===== config.mk =====
export PLATFORM = sky130hd
export DESIGN_NAME = ja_clock_mode
export DESIGN_NICKNAME = d
export VERILOG_FILES = /design/src/inc/ja_clock_pkg.sv /design/src/design/ja_clock_mode.sv
export SDC_FILE = /design/constraint.sdc
export NUM_CORES = 1
export LEC_CHECK = 0
export BUFFER_PORTS_ARGS = -buffer_cell sky130_fd_sc_hd__buf_2
export CAP_MARGIN = 25
export CORE_UTILIZATION = 25
export DETAILED_ROUTE_END_ITERATION = 10
export PLACE_DENSITY = 0.47
export SYNTH_ARGS = -nofsm -noshare
export SYNTH_HDL_FRONTEND = slang
export SYNTH_SLANG_ARGS = --single-unit

===== constraint.sdc =====
create_clock -name clk_sys -period 5.85 [get_ports clk_sys]
set_input_delay 0.2925 -clock clk_sys [delete_from_list [all_inputs] [get_ports clk_sys]]
set_output_delay 0.2925 -clock clk_sys [all_outputs]
set_load 0.02 [all_outputs]

===== src/inc/ja_clock_pkg.sv =====
// constants for the jitter attenuation clock mode block
// assumes a 40 MHz system clock and software access over Avalon-MM
// Notes on behaviour
// [RL1] two pins pick system-bus synchronous, line synchronous or free-run mode
// [RL2] system-bus mode takes clock and frame pins as inputs, else drives them
// [RL3] system-bus mode dejitters the supplied system clock and times transmit from it
// [RL4] line mode dejitters recovered clock, drives it out, times transmit from it
// [RL5] recovered line clock always goes raw to the extracted clock output
// [RL6] free-run times transmit from internal clock and drives it on clock pin
// [RL7] system-bus normal T1 uses the transmit slip buffer between clocks
// [RL8] T1 inverse mux skips slip buffer, routes transmit through the FIFO
// [RL9] E1 system-bus mode always routes transmit through the FIFO
// [RL10] FIFO written on incoming system clock, read on dejittered clock
// [RL11] FIFO depth 16 to 128 two-bit words in steps of 16
// [RL12] toggling the centre control bit re-centres the read pointer
// [RL13] read pointer within 4 bits of an end shifts read rate 1/16 UI
// [RL14] centring ends within 3904 ns per word, no attenuation meanwhile
// [RL15] T1 inverse mux enables no slip buffer, signalling or HDLC
// [RL16] T1 inverse mux: 1.544 MHz clock writes FIFO, clean clock reads it
// [RL17] E1 inverse mux: slip buffers bypassed, 2.048 MHz clock writes FIFO
// [RL18] inverse mux sends recovered clock and data straight out undejittered
// [RL19] controller sets both mode pins high before using inverse mux
// [RL20] PLL locks to the 4.096 MHz input clock or the recovered line clock
// [RL21] depth setting is three bits, depth/16-1, reset to maximum
package ja_clock_pkg;
  localparam int unsigned CLK_HZ       = 40_000_000;
  localparam int unsigned CLK_NS       = 25;
  localparam int unsigned FREE_HZ      = 4_096_000;
  localparam int unsigned PER_FRAC     = 4;
  localparam logic [11:0] FREE_PER_X16 = 12'(CLK_HZ * 16 / FREE_HZ);
  localparam logic [11:0] PER_MAX      = 12'hfff;
  localparam int unsigned CENTER_NS_PER_WORD  = 3904;
  localparam int unsigned CENTER_CYC_PER_WORD = CENTER_NS_PER_WORD / CLK_NS;
  localparam logic [8:0]  EDGE_GUARD   = 9'h004;
  localparam int unsigned FRAME_TICKS  = 512;
  localparam logic [2:0]  DEPTH_SEL_RST = 3'h7;
  localparam int unsigned ARRAY_BITS   = 256;
  // register byte addresses
  localparam logic [3:0]  ADDR_CTRL    = 4'h0;
  localparam logic [3:0]  ADDR_STATUS  = 4'h4;
  // control fields
  localparam int unsigned CTRL_E1      = 0;
  localparam int unsigned CTRL_IMA     = 1;
  localparam int unsigned CTRL_DEPTH_LO = 2;
  localparam int unsigned CTRL_CENTER  = 5;
  // status fields
  localparam int unsigned ST_MODE_LO   = 0;
  localparam int unsigned ST_CENTERING = 3;
  localparam int unsigned ST_FIFO_PATH = 4;
  localparam int unsigned ST_SLIP_ON   = 5;
  localparam int unsigned ST_LEVEL_LO  = 8;

  typedef enum logic [2:0] {
    MODE_SYSBUS = 3'b001,
    MODE_LINE   = 3'b010,
    MODE_FREE   = 3'b100
  } clk_mode_t;
endpackage


===== src/design/ja_clock_mode.sv =====
// jitter attenuation clock mode selection, clean clock generator and FIFO
// assumes every pin input is asynchronous to clk_sys and sampled here
`default_nettype none
module ja_clock_mode #(
  parameter int unsigned CENTER_CYC_PER_WORD = ja_clock_pkg::CENTER_CYC_PER_WORD,
  parameter int unsigned FRAME_TICKS         = ja_clock_pkg::FRAME_TICKS
) (
  input  wire logic        clk_sys,
  input  wire logic        rst_b,
  input  wire logic [3:0]  avs_address,
  input  wire logic        avs_read,
  input  wire logic        avs_write,
  input  wire logic [31:0] avs_writedata,
  output logic      [31:0] avs_readdata,
  output logic             avs_waitrequest,
  input  wire logic        bus_or_line_select,
  input  wire logic        sync_or_freerun_select,
  input  wire logic        system_clock_pin_in,
  output logic             system_clock_pin_out,
  output logic             system_clock_pin_oe_b,
  input  wire logic        frame_pulse_pin_in,
  output logic             frame_pulse_pin_out,
  output logic             frame_pulse_pin_oe_b,
  input  wire logic        serial_tx_data_in,
  input  wire logic        line_rx_clock,
  input  wire logic        line_rx_data,
  output logic             extracted_clock_out,
  output logic             serial_rx_data_out,
  output logic             tx_line_clock,
  output logic             tx_line_data,
  output logic             slip_buffer_enable,
  output logic             sig_hdlc_enable
);
  import ja_clock_pkg::*;

  function automatic logic [8:0] depth_bits(input logic [2:0] sel);
    // widen before adding: the deepest setting would wrap to zero in three bits
    depth_bits = {({1'b0, sel} + 4'h1), 5'h00};
  endfunction

  // pin synchronisers: {bs, sfr, sysclk, frame, txd, lineclk, linedata}
  logic [6:0] pin_s1_q;
  logic [6:0] pin_s2_q;
  logic [6:0] pin_s3_q;
  always_ff @(posedge clk_sys or negedge rst_b) begin
    if (!rst_b) begin
      pin_s1_q <= 7'h00;
      pin_s2_q <= 7'h00;
      pin_s3_q <= 7'h00;
    end else begin
      pin_s1_q <= {bus_or_line_select, sync_or_freerun_select, system_clock_pin_in,
                   frame_pulse_pin_in, serial_tx_data_in, line_rx_clock, line_rx_data};
      pin_s2_q <= pin_s1_q;
      pin_s3_q <= pin_s2_q;
    end
  end
  logic sysclk_rise;
  logic line_rise;
  logic frame_fall;
  assign sysclk_rise = pin_s2_q[4] & ~pin_s3_q[4];
  assign frame_fall  = ~pin_s2_q[3] & pin_s3_q[3];
  assign line_rise   = pin_s2_q[1] & ~pin_s3_q[1];

  // mode decode
  clk_mode_t mode;
  always_comb begin
    if (!pin_s2_q[5])
      mode = MODE_FREE; // see [RL1]
    else if (pin_s2_q[6])
      mode = MODE_SYSBUS; // see [RL1]
    else
      mode = MODE_LINE; // see [RL1]
  end

  // control register
  logic       e1_mode_q;
  logic       ima_mode_q;
  logic [2:0] depth_sel_q;
  logic       center_tog_q;
  logic       center_prev_q;
  logic       bus_wr;
  assign bus_wr = avs_write & ~avs_waitrequest;
  always_ff @(posedge clk_sys or negedge rst_b) begin
    if (!rst_b) begin
      e1_mode_q    <= 1'b0;
      ima_mode_q   <= 1'b0;
      depth_sel_q  <= DEPTH_SEL_RST; // see [RL21]
      center_tog_q <= 1'b0;
    end else if (bus_wr && avs_address == ADDR_CTRL) begin
      e1_mode_q    <= avs_writedata[CTRL_E1];
      ima_mode_q   <= avs_writedata[CTRL_IMA];
      depth_sel_q  <= avs_writedata[CTRL_DEPTH_LO +: 3]; // see [RL11]
      center_tog_q <= avs_writedata[CTRL_CENTER];
    end
  end

  // inverse mux routing is honoured only in system-bus mode; sig_hdlc_enable follows ima_mode_q in any mode
  logic fifo_path;
  assign fifo_path = (mode == MODE_SYSBUS) & (e1_mode_q | ima_mode_q); // see [RL8] [RL9] [RL19]
  always_ff @(posedge clk_sys or negedge rst_b) begin
    if (!rst_b) begin
      slip_buffer_enable <= 1'b0;
      sig_hdlc_enable    <= 1'b1;
    end else begin
      slip_buffer_enable <= (mode == MODE_SYSBUS) & ~e1_mode_q & ~ima_mode_q; // see [RL7] [RL15]
      sig_hdlc_enable    <= ~ima_mode_q; // see [RL15]
    end
  end

  // re-centring window
  logic [8:0]  level;
  logic [14:0] center_cnt_q;
  logic        centering_q;
  logic        center_req;
  assign center_req = center_tog_q ^ center_prev_q;
  always_ff @(posedge clk_sys or negedge rst_b) begin
    if (!rst_b) begin
      center_prev_q <= 1'b0;
      center_cnt_q  <= 15'h0000;
      centering_q   <= 1'b0;
    end else begin
      center_prev_q <= center_tog_q;
      if (center_req) begin
        centering_q  <= 1'b1; // see [RL12]
        center_cnt_q <= 15'(CENTER_CYC_PER_WORD * ({3'h0, depth_sel_q} + 6'h01) * 16); // see [RL14]
      end else if (centering_q) begin
        if (center_cnt_q <= 15'h0001)
          centering_q <= 1'b0;
        center_cnt_q <= center_cnt_q - 15'h0001;
      end
    end
  end

  // reference period measurement, fixed point x16
  logic        ref_edge;
  logic [7:0]  meas_q;
  logic [11:0] per_q;
  logic signed [12:0] per_diff;
  assign ref_edge = (mode == MODE_SYSBUS) ? sysclk_rise : line_rise; // see [RL20]
  // signed error so the filter can pull the period both ways
  assign per_diff = $signed({1'b0, meas_q, 4'h0}) - $signed({1'b0, per_q});
  always_ff @(posedge clk_sys or negedge rst_b) begin
    if (!rst_b) begin
      meas_q <= 8'h00;
      per_q  <= FREE_PER_X16;
    end else if (mode == MODE_FREE) begin
      meas_q <= 8'h00;
      per_q  <= FREE_PER_X16; // see [RL6]
    end else if (ref_edge) begin
      meas_q <= 8'h01;
      if (centering_q)
        per_q <= {meas_q, 4'h0}; // raw tracking while centring, see [RL14]
      else
        per_q <= per_q + 12'(per_diff >>> 4); // see [RL3] [RL4]
    end else if (meas_q != 8'hff) begin
      meas_q <= meas_q + 8'h01;
    end
  end

  // pointer near an end nudges the read rate by a sixteenth
  logic        near_empty;
  logic        near_full;
  logic [11:0] eff_per;
  assign near_empty = fifo_path & (level <= EDGE_GUARD);
  assign near_full  = fifo_path & (level >= depth_bits(depth_sel_q) - EDGE_GUARD);
  always_comb begin
    eff_per = per_q;
    if (near_empty)
      eff_per = per_q + (per_q >> 4); // see [RL13]
    else if (near_full)
      eff_per = per_q - (per_q >> 4); // see [RL13]
  end

  // clean clock oscillator
  logic [11:0] acc_q;
  logic        tick;
  logic [11:0] acc_nx;
  assign acc_nx = acc_q + 12'h010;
  assign tick   = acc_nx >= eff_per;
  always_ff @(posedge clk_sys or negedge rst_b) begin
    if (!rst_b)
      acc_q <= 12'h000;
    else if (tick)
      acc_q <= acc_nx - eff_per;
    else
      acc_q <= acc_nx;
  end

  // FIFO of single bits, sized for the deepest setting
  logic [ARRAY_BITS-1:0] fifo_mem_q;
  // one spare pointer bit so a full deepest fifo is not read as empty
  logic [8:0]            wr_ptr_q;
  logic [8:0]            rd_ptr_q;
  logic                  fifo_wr;
  logic                  fifo_rd;
  logic [8:0]            depth_now;
  logic [8:0]            half_depth;
  assign depth_now  = depth_bits(depth_sel_q);
  assign half_depth = {1'b0, depth_now[8:1]};
  assign level   = wr_ptr_q - rd_ptr_q;
  assign fifo_wr = fifo_path & sysclk_rise & (level < depth_bits(depth_sel_q)); // see [RL10] [RL16] [RL17]
  assign fifo_rd = fifo_path & tick & (level != 9'h000); // see [RL10]
  always_ff @(posedge clk_sys) begin
    if (fifo_wr)
      fifo_mem_q[wr_ptr_q[7:0]] <= pin_s2_q[2];
  end
  always_ff @(posedge clk_sys or negedge rst_b) begin
    if (!rst_b) begin
      wr_ptr_q <= 9'h000;
      rd_ptr_q <= 9'h000;
    end else begin
      if (fifo_wr)
        wr_ptr_q <= wr_ptr_q + 9'h001;
      if (center_req)
        rd_ptr_q <= wr_ptr_q - half_depth; // see [RL12]
      else if (fifo_rd)
        rd_ptr_q <= rd_ptr_q + 9'h001;
    end
  end

  // transmit side and clock pin outputs
  logic       slip_bit_q;
  logic [9:0] frame_cnt_q;
  always_ff @(posedge clk_sys or negedge rst_b) begin
    if (!rst_b) begin
      slip_bit_q    <= 1'b0;
      tx_line_data  <= 1'b0;
      tx_line_clock <= 1'b0;
    end else begin
      tx_line_clock <= acc_q < (eff_per >> 1); // see [RL3] [RL4] [RL6]
      if (sysclk_rise)
        slip_bit_q <= pin_s2_q[2];
      if (tick) begin
        if (fifo_path)
          tx_line_data <= fifo_mem_q[rd_ptr_q[7:0]]; // see [RL8] [RL9]
        else if (mode == MODE_SYSBUS)
          tx_line_data <= slip_bit_q; // see [RL7]
        else
          tx_line_data <= pin_s2_q[2]; // see [RL4] [RL6]
      end
    end
  end

  always_ff @(posedge clk_sys or negedge rst_b) begin
    if (!rst_b)
      frame_cnt_q <= 10'h000;
    else if (mode == MODE_SYSBUS && frame_fall)
      frame_cnt_q <= 10'h000;
    else if (tick)
      frame_cnt_q <= (frame_cnt_q == 10'(FRAME_TICKS - 1)) ? 10'h000 : frame_cnt_q + 10'h001;
  end

  always_ff @(posedge clk_sys or negedge rst_b) begin
    if (!rst_b) begin
      system_clock_pin_oe_b <= 1'b1;
      frame_pulse_pin_oe_b  <= 1'b1;
      system_clock_pin_out  <= 1'b1;
      frame_pulse_pin_out   <= 1'b1;
    end else begin
      system_clock_pin_oe_b <= mode == MODE_SYSBUS; // see [RL2]
      frame_pulse_pin_oe_b  <= mode == MODE_SYSBUS; // see [RL2]
      system_clock_pin_out  <= ~(acc_q < (eff_per >> 1)); // see [RL4] [RL6]
      frame_pulse_pin_out   <= frame_cnt_q != 10'h000;
    end
  end

  // raw recovered clock and data straight to the outputs
  always_ff @(posedge clk_sys or negedge rst_b) begin
    if (!rst_b) begin
      extracted_clock_out <= 1'b0;
      serial_rx_data_out  <= 1'b0;
    end else begin
      extracted_clock_out <= pin_s2_q[1]; // see [RL5] [RL18]
      serial_rx_data_out  <= pin_s2_q[0]; // see [RL18]
    end
  end

  // Avalon-MM slave: one wait cycle on every access
  logic [31:0] status_word;
  always_comb begin
    status_word = 32'h0000_0000;
    status_word[ST_MODE_LO +: 3]   = mode;
    status_word[ST_CENTERING]      = centering_q;
    status_word[ST_FIFO_PATH]      = fifo_path;
    status_word[ST_SLIP_ON]        = slip_buffer_enable;
    status_word[ST_LEVEL_LO +: 9]  = level;
  end
  always_ff @(posedge clk_sys or negedge rst_b) begin
    if (!rst_b) begin
      avs_waitrequest <= 1'b1;
      avs_readdata    <= 32'h0000_0000;
    end else if ((avs_read || avs_write) && avs_waitrequest) begin
      avs_waitrequest <= 1'b0;
      case (avs_address)
        ADDR_CTRL:   avs_readdata <= {26'h0, center_tog_q, depth_sel_q, ima_mode_q, e1_mode_q};
        ADDR_STATUS: avs_readdata <= status_word;
        default:     avs_readdata <= 32'h0000_0000;
      endcase
    end else begin
      avs_waitrequest <= 1'b1;
    end
  end
endmodule
`default_nettype wire


* After elaboration in Yosys (flattened, before gate mapping)
Cells that the tools add are included.
** Operators by class
- Add/sub/neg operators :: 16
- $mul :: 1
- Div/mod/pow operators :: 0
- $lt $le $gt $ge :: 9
- Eq/ne operators :: 5
- Shift-type cells :: 0
- Multiplexer cells :: 31
- Bitwise logic cells :: 22
- Reductions and logical operators :: 13
** Operator list (number)
- 256-bit bitwise mux :: 1
- 12-bit 2-to-1 mux :: 6
- 17-bit case mux with 2 select lines :: 1
- 10-bit 2-to-1 mux :: 3
- 15-bit 2-to-1 mux :: 2
- 8-bit 2-to-1 mux :: 3
- 9-bit by 1-bit adder with 9-bit output (second input constant) :: 2
- 8-bit by 9-bit less-than comparator with 1-bit output (second input constant) :: 2
- 9-bit 2-to-1 mux :: 2
- 15-bit by 1-bit less-or-equal comparator with 1-bit output (second input constant) :: 1
- 15-bit by 1-bit subtractor with 15-bit output (second input constant) :: 1
- 1-bit AND :: 13
- 12-bit by 12-bit subtractor with 13-bit output :: 1
- 12-bit adder :: 1
- 12-bit by 5-bit adder with 12-bit output (second input constant) :: 1
- 12-bit by 8-bit adder with 12-bit output :: 1
- 12-bit greater-or-equal comparator :: 1
- 12-bit by 11-bit less-than comparator with 1-bit output :: 1
- 12-bit subtractor :: 1
- 12-bit by 8-bit subtractor with 12-bit output :: 1
- 10-bit by 1-bit adder with 10-bit output (second input constant) :: 1
- 10-bit by 9-bit equality test with 1-bit output (second input constant) :: 1
- 10-bit nonzero test :: 1
- 9-bit greater-or-equal comparator :: 1
- other kinds (27) :: 48
** Word-level totals
- Bits in registers :: 401
- Latch bits :: 0
- Bits in writable memories :: 0
- ROM bits :: 0
- Output and inout port bits :: 43
- Logic and storage cells :: 126
- Memories kept :: 0

* Depth between registers and ports, before layout
Gate-level depths: netlist (run 1).
- Depth after elaboration :: 12
- Gate-level depth with buffers :: 34

* Worst setup path after synthesis (run 1)
No wires, ideal clock.
- Kind :: flip-flop to flip-flop
- Start point :: register rd_ptr_q[1]
- End point :: register rd_ptr_q[8]
- Setup time :: 0.126 ns
- Arrival time :: 6.357 ns
- Required time :: 5.724 ns
- Setup slack :: -0.633 ns
- Stages on the path, launching flop included :: 31
- Cells stage by stage :: dfrtp_1 -> buf_1 -> clkbuf_1 -> inv_1 -> fa_1 -> a21o_1 -> and4_1 -> o2111a_1 -> a211oi_2 -> inv_1 -> ha_1 -> nor2_1 -> or4_1 -> and3_1 -> buf_2 -> nand2b_1 -> clkbuf_1 -> nor2_1 -> nand2_1 -> o21ai_0 -> xnor2_1 -> ha_1 -> a21o_1 -> a21o_1 -> a21oi_1 -> nand2_1 -> o2111a_2 -> a211oi_4 -> buf_6 -> nor2_1 -> o311a_1
** Between the ends
- Longest elaborated chain between the ends :: 9
- Elaborated cells on any way between the ends :: 15
- Those cells by class :: 2 x add/sub; 3 x order compare; 4 x mux; 4 x bitwise; 2 x reduce/logical
** Ends and longest elaborated chain
- from (decl) :: RTL line ja_clock_mode.sv:193 : logic [8:0] rd_ptr_q;
- from (signal assigned) :: RTL line ja_clock_mode.sv:215 : rd_ptr_q <= wr_ptr_q - half_depth;
- from (signal assigned) :: RTL line ja_clock_mode.sv:217 : rd_ptr_q <= rd_ptr_q + 9'h001;
- 9-bit subtractor :: RTL line ja_clock_mode.sv:200 : assign level = wr_ptr_q - rd_ptr_q;
- 9-bit greater-or-equal comparator :: RTL line ja_clock_mode.sv:165 : assign near_full = fifo_path & (level >= depth_bits(depth_sel_q) - EDGE_GUARD);
- 1-bit AND :: RTL line ja_clock_mode.sv:165
- 12-bit 2-to-1 mux :: RTL line ja_clock_mode.sv:170 : else if (near_full)
- 12-bit 2-to-1 mux :: RTL line ja_clock_mode.sv:168 : if (near_empty)
- 12-bit greater-or-equal comparator :: RTL line ja_clock_mode.sv:179 : assign tick = acc_nx >= eff_per;
- 1-bit AND (2 in series) :: RTL line ja_clock_mode.sv:202 : assign fifo_rd = fifo_path & tick & (level != 9'h000);
- 2-bit nonzero test (no line)
Several ways; a longest one is shown, not always the timed one. The select of a mux whose other input is x is not followed.
A chain may end at the register's enable or synchronous reset.

* Worst setup path in the final report (run 1)
- Start point :: register wr_ptr_q[0]
- End point :: register acc_q[9]
** Between the ends
- Longest elaborated chain between the ends :: 7
- Elaborated cells on any way between the ends :: 10
- Those cells by class :: 2 x add/sub; 3 x order compare; 3 x mux; 2 x bitwise
** Ends and longest elaborated chain
- from (decl) :: RTL line ja_clock_mode.sv:192 : logic [8:0] wr_ptr_q;
- from (signal assigned) :: RTL line ja_clock_mode.sv:213 : wr_ptr_q <= wr_ptr_q + 9'h001;
- 9-bit subtractor (*) :: RTL line ja_clock_mode.sv:200
- 9-bit greater-or-equal comparator :: RTL line ja_clock_mode.sv:165
- 1-bit AND :: RTL line ja_clock_mode.sv:165
- 12-bit 2-to-1 mux :: RTL line ja_clock_mode.sv:170
- 12-bit 2-to-1 mux (*) :: RTL line ja_clock_mode.sv:168
- 12-bit subtractor / 12-bit greater-or-equal comparator (equally long branches) :: RTL line ja_clock_mode.sv:184, ja_clock_mode.sv:179
- 12-bit 2-to-1 mux (*) :: RTL line ja_clock_mode.sv:183 : else if (tick)
- to (signal assigned) :: RTL line ja_clock_mode.sv:184 : acc_q <= acc_nx - eff_per;
- to (signal assigned) :: RTL line ja_clock_mode.sv:186 : acc_q <= acc_nx;
- to (decl) :: RTL line ja_clock_mode.sv:175 : logic [11:0] acc_q;
Every way passes the cells marked *; elsewhere a longest branch is shown, timed or not.

==> results.json, run 1 <==
{
  "outcome": "finished clean",
  "critical_path_arrival_ns": 6.20,
  "ir_worst_vdd_uv": 205,
  "p_total_mw": 10.8,
  "cts.sinks": 381,
  "drt_pass1_iterations": 5,
  "ant_nets": 0,
  "placed_area_um2": 22200,
  "setup_viol": 0,
  "port_buffers": 46,
  "grt_pass1_wl_mm": 82.9,
  "crit_fanout": 4,
  "cp-end-kind": "flip-flop",
  "yosys-top-cells-area": "edfxtp_1 38%, dfrtp_1 14%, mux4_2 9.4%",
  "cts.path.max_buffers": 3,
  "h-tree-depth": 2,
  "hold_violations": 0,
  "ys_types": 86,
  "ys_ff_latch": 381,
  "rsz0062_at_grt": "true",
  "ys_async_sr_fraction_pct": 32.8,
  "skew_ns": 0.0235,
  "yosysSeqAreaShare_pct": 53.4,
  "fin_nets": 2020,
  "coreArea_um2": 80400,
  "first_global_vias": 14178,
  "finalInstanceArea_um2": 24500,
  "num_io_pins": 90,
  "synth_cells": 1729,
  "cts_tree": "built",
  "yosysMostFrequentCell": "nor2_1",
  "place_congestion": 0.824,
  "tns_ns": 0,
  "die_w_um": 287,
  "holdPathStages": 3,
  "cap_violations": 0,
  "grt_antenna_before_repair": 1,
  "worst_pin_slew_ns": 1.11,
  "finalCritPeriodShare_pct": 98.0,
  "initial_core_util_pct": 25.2,
  "path_clk_slew_ns": 0.06,
  "dp_slack_ns": -0.161,
  "num_rows": 104,
  "cts_buffers": 43,
  "syn2layout_area_growth_pct": 20.6,
  "hold_start": "avs_read",
  "synth_ff_type": "edfxtp_1",
  "avgRoutedWirePerCell_um": 17.9,
  "diodes": 0,
  "period_minus_slack_ns": 5.73,
  "hp-class": "in2reg",
  "worst-setup-path-type": "reg2reg",
  "yosys_warnings": 0,
  "powerDensity_nw_per_um2": 443,
  "crit_cells": 30,
  "crit_slowest_cell": "or4_4",
  "drc": 0,
  "synthTopCellsByCount": "342 x nor2_1, 256 x edfxtp_1, 113 x dfrtp_1",
  "slew_headroom_pct": 26.0,
  "rr_worst_depth": 30,
  "wirelength_mm": 53.1,
  "slew_violations": 0,
  "max_freq_mhz": 174,
  "yosysTopAreaCell": "edfxtp_1",
  "die_y_um": 287,
  "critPathRequiredTime_ns": 6.32,
  "cts-root-buf": "clkbuf_16",
  "path_buf_inv": 5,
  "vias": 13934,
  "crit_path_start": "wr_ptr_q[0]$_DFFE_PN0P_",
  "p_leak_nw": 8.97,
  "synth_top_area_share_pct": 37.9,
  "slowest_delay_ns": 0.42,
  "setup_slack_ns": 0.116,
  "layout-drive-gt1-share_pct": 22.3,
  "clock_latency_ns": 0.58,
  "grt_usage_pct": 12.9,
  "grt.overflow.total": 0,
  "drtIter0Drc": 950,
  "crit_family": "compound AO/OA/AOI/OAI gates",
  "place_hpwl_mm": 33.7,
  "dieArea_um2": 82200,
  "avgSynthCellArea_um2": 11.7,
  "crit_path_start_kind": "flip-flop",
  "synth-edff-count": 256,
  "syn-cell-area_um2": 20300,
  "grt_max_degree": 259,
  "drt-vias-per-instance": 4.71,
  "final_core_util_pct": 30.4,
  "r2r-start": "wr_ptr_q[0]$_DFFE_PN0P_"
}
repair_timing:
action / in CTS / in global routing
hold endpoints to repair: 74 / 0
gates resized for setup: 33 / 54
endpoints found under the setup margin: 27 / 108
pin swaps: 36 / 34
setup buffers: 19 / 7
hold buffers: 14 / 0
sequential cells by signal, indices dropped and copies added, names as in the netlist, 3 cells and up:
name / flops
wr_ptr_q: 9
rd_ptr_q: 9
pin_s3_q: 4
pin_s1_q: 7
fifo_mem_q: 256
avs_readdata: 15
center_cnt_q: 15
depth_sel_q: 3
acc_q: 12
pin_s2_q: 7
per_q: 12
frame_cnt_q: 10
meas_q: 8
area by class of cell:
| type | instances | area, um^2 |
|---|---|---|
| clock buffer | 55 | 1170 |
| clock inverter | 22 | 299 |
| fill | 8245 | 56000 |
| inverter | 78 | 293 |
| multi-input combinational | 1186 | 9120 |
| sequential | 381 | 10800 |
| tap | 1060 | 1330 |
| timing repair buffer | 176 | 1400 |
worst paths after layout:
kind                       slack [ns]                         end
min in group asynchronous        0.28  frame_cnt_q[9]$_DFFE_PN0P_
min                              0.08   avs_waitrequest$_DFF_PN1_
max                              0.12          acc_q[9]$_DFF_PN0_
max reg2reg                      0.12          acc_q[9]$_DFF_PN0_
min reg2reg                      0.34       pin_s3_q[0]$_DFF_PN0_
max in group asynchronous        4.27       pin_s1_q[1]$_DFF_PN0_
where the power goes:
| group | switching (mW) | total [mW] | internal, mW | leakage [nW] |
|---|---|---|---|---|
| combinational | 2.40 | 4.67 | 2.27 | 4.41 |
| sequential | 0.205 | 3.30 | 3.10 | 3.85 |
| clock | 1.17 | 2.86 | 1.69 | 0.711 |
cells in the final DEF (no fill, tap or decap), types with 8 or more instances in the layout:
cell type	Yosys	final
nor2_1	342	337
edfxtp_1	256	256
dfrtp_1	113	110
buf_4	20	99
nand2_1	107	98
ha_1	98	92
mux4_2	85	85
inv_1	75	72
a21oi_1	68	64
o21ai_0	67	60
xnor2_1	53	49
buf_2	6	45
clkbuf_16	0	44
nand3_1	33	33
xor2_1	30	29
nor3_1	22	19
a21o_1	18	18
conb_1	1	17
dlygate4sd3_1	0	14
nor4_1	14	13
nor2b_1	12	12
nand4_1	12	12
a211oi_1	12	12
dfstp_2	12	12
nand2b_1	13	11
and3_1	11	10
a31oi_1	11	10
or3_1	9	9
o22ai_1	10	9
buf_6	2	9
o21bai_1	8	8
mux2_2	9	8
clkbuf_1	65	8
worst reg2reg max path, delay by kind of cell (launching register included):
| family | cells | cell delay, ns |
|---|---|---|
| AND/OR/NAND/NOR | 11 | 1.75 |
| AO/OA/AOI/OAI | 10 | 2.15 |
| buffers and inverters | 5 | 0.37 |
| flip-flops | 1 | 0.39 |
| adder cells (fa/ha/maj) | 4 | 0.96 |
cells by family after synthesis:
kind of cell	synth area share (%)
buf+inv	3.78
flops	53.4
xor+xnor	3.67
compound gates	8.81
other cells	0.0185
fa+ha+maj	7.09
mux	10.3
simple gates	12.9
per-layer routing:
layer / part of all wire (%) / global-route usage (%) / wire (um) / up-vias
li1: - / - / - / 6509
met1: 46 / 17.5 / 24200 / 7062
met2: 48 / 21.4 / 25600 / 284
met3: 4.1 / 1.94 / 2150 / 79
met4: 2.1 / 3.28 / 1110 / 0
met5: 0 / 0 / 0 / -
through the flow:
| step | hold WS, ns | std cells |
|---|---|---|
| final | 0.0752 | 2958 |
| after global routing | 0.0782 | 2958 |
| after CTS | 0.0465 | 2950 |
| after detailed placement | 0.336 | 2841 |
| after global placement | 0.328 | 2838 |
| after floorplan | -0.00309 | 1745 |
Power figures use the tool's default switching activity.
==> run 2: changes to the inputs <==
--- a/config.mk
+++ b/config.mk
@@ -5,11 +5,12 @@
 export SDC_FILE = /design/constraint.sdc
 export NUM_CORES = 1
 export LEC_CHECK = 0
+export ABC_CLOCK_PERIOD_IN_PS = 5850
 export BUFFER_PORTS_ARGS = -buffer_cell sky130_fd_sc_hd__buf_2
 export CAP_MARGIN = 25
-export CORE_UTILIZATION = 25
+export CORE_UTILIZATION = 30
 export DETAILED_ROUTE_END_ITERATION = 10
-export PLACE_DENSITY = 0.47
+export PLACE_DENSITY = 0.53
 export SYNTH_ARGS = -nofsm -noshare
 export SYNTH_HDL_FRONTEND = slang
 export SYNTH_SLANG_ARGS = --single-unit
==> results.json, run 2 (synthesis results as in run 1) <==
{
  "ant_nets": 0,
  "crit_path_start_kind": "flip-flop",
  "port_buffers": 46,
  "drt_pass1_iterations": 7,
  "grt.overflow.total": 0,
  "die_y_um": 262,
  "finalInstanceArea_um2": 24000,
  "die_w_um": 262,
  "grt_antenna_before_repair": 0,
  "first_global_vias": 13706,
  "critPathRequiredTime_ns": 6.11,
  "wirelength_mm": 52.0,
  "num_io_pins": 90,
  "place_hpwl_mm": 32.9,
  "num_rows": 94,
  "cts.path.max_buffers": 3,
  "outcome": "finished, violations left",
  "worst_pin_slew_ns": 0.947,
  "cts_buffers": 41,
  "path_clk_slew_ns": 0.06,
  "syn2layout_area_growth_pct": 18.3,
  "slew_violations": 0,
  "fin_nets": 2028,
  "p_leak_nw": 8.88,
  "critical_path_arrival_ns": 6.23,
  "drc": 0,
  "p_total_mw": 10.8,
  "placed_area_um2": 21800,
  "grt_usage_pct": 14.9,
  "cap_violations": 0,
  "slew_headroom_pct": 36.9,
  "dieArea_um2": 68600,
  "largest_reg_flops": 256,
  "layout_commonest_cell": "nor2_1",
  "regToRegSetupSlack_ns": -0.12,
  "h-tree-depth": 2,
  "powerDensity_nw_per_um2": 450,
  "hold_violations": 0,
  "cp-end-kind": "flip-flop",
  "layout-drive-gt1-share_pct": 21.3,
  "initial_core_util_pct": 30.6,
  "max_freq_mhz": 168,
  "holdPathStages": 3,
  "setup_viol": 33,
  "hold_start": "avs_read",
  "crit_fanout": 10,
  "r2r-start": "wr_ptr_q[0]$_DFFE_PN0P_",
  "cts-root-buf": "clkbuf_16",
  "rr_worst_depth": 26,
  "clock_latency_ns": 0.57,
  "period_minus_slack_ns": 5.97,
  "skew_ns": 0.0208,
  "cts.sinks": 381,
  "violations": "negative setup slack",
  "final_core_util_pct": 36.2,
  "worst-setup-path-type": "reg2reg",
  "finalCritPeriodShare_pct": 102,
  "grt_pass1_wl_mm": 78.6,
  "place_congestion": 0.878,
  "vias": 13956,
  "drtIter0Drc": 899,
  "setup_slack_ns": -0.118,
  "timing.hold.ws_ns": 0.0954,
  "rsz0062_at_grt": "true",
  "diodes": 0,
  "ir_worst_vdd_uv": 264,
  "tns_ns": -2.00,
  "grt_max_degree": 107,
  "whs_endpoint": "avs_waitrequest$_DFF_PN1_",
  "coreArea_um2": 66300,
  "hp-class": "in2reg",
  "avgRoutedWirePerCell_um": 18.8,
  "cts_tree": "built",
  "most-common-layout-cells": "338 x nor2_1, 256 x edfxtp_1, 110 x dfrtp_1",
  "r2r-end": "fifo_mem_q[186]$_DFFE_PP_",
  "drt-vias-per-instance": 5.04
}
[run 2: worst max-delay path by stage]
stage,start,endpoint,cells past startpoint
after floorplan,rd_ptr_q[1]$_DFFE_PN0P_,rd_ptr_q[8]$_DFFE_PN0P_,30
after global placement,wr_ptr_q[0]$_DFFE_PN0P_,acc_q[9]$_DFF_PN0_,30
after detailed placement,wr_ptr_q[0]$_DFFE_PN0P_,acc_q[9]$_DFF_PN0_,30
after CTS,wr_ptr_q[0]$_DFFE_PN0P_,acc_q[9]$_DFF_PN0_,30
after global routing,wr_ptr_q[0]$_DFFE_PN0P_,fifo_mem_q[233]$_DFFE_PP_,26
final,wr_ptr_q[0]$_DFFE_PN0P_,fifo_mem_q[186]$_DFFE_PP_,26
[run 2: layout make-up]
| cell class | count | area, um^2 |
|---|---|---|
| inverters | 78 | 293 |
| clock buffers | 59 | 1140 |
| fillers | 6583 | 42300 |
| multi-input cells | 1187 | 9010 |
| repair buffers | 185 | 1470 |
| clock inverters | 15 | 151 |
| well taps | 864 | 1080 |
| flip-flops and latches | 381 | 10800 |
[run 2: per-stage QoR]
| stage | setup slack, ns | cells |
|---|---|---|
| finish | -0.118 | 2769 |
| floorplan | -0.0226 | 1745 |
| global route | -0.344 | 2769 |
| global placement | -0.118 | 2638 |
| CTS | -0.0489 | 2746 |
| detailed placement | -0.176 | 2638 |
[run 2: what timing repair did]
item / in CTS / in global routing
buffers inserted: 20 / 20
pin swaps: 10 / 33
gates cloned: 0 / 4
hold buffers: 14 / 0
endpoints found under the setup margin: 20 / 228
endpoints found under the hold margin: 85 / 0
gates resized for setup: 11 / 74
[run 2: power by group]
part	internal (mW)	switching [mW]	leakage, nW
Clock	1.46	1.09	0.621
Sequential	3.10	0.213	3.85
Combinational	2.42	2.52	4.41
[run 2: metal layers]
layer  track usage [%]  wire length [um]  vias up
met5                 0                 0        -
met4              4.22              1150        0
met3              2.31              2350       72
met2              24.8             25500      295
met1              20.0             23000     7066
li1                  -                 -     6523
[run 2: critical path, stage by stage (launching register included)]
cell and delay (ns):
dfrtp_1 0.38, inv_2 0.08, ha_4 0.13, inv_2 0.03, fa_2 0.35, a21o_1 0.19
and4_1 0.22, o2111a_1 0.24, a211oi_2 0.27, inv_2 0.09, buf_4 0.14, buf_4 0.12
buf_4 0.12, buf_4 0.12, buf_4 0.12, buf_4 0.12, buf_4 0.12, buf_4 0.12
buf_4 0.12, buf_4 0.12, ha_1 0.27, nor2b_1 0.15, or4_1 0.57, nor3b_1 0.49
nand2_1 0.48, buf_4 0.35, nor2_1 0.15
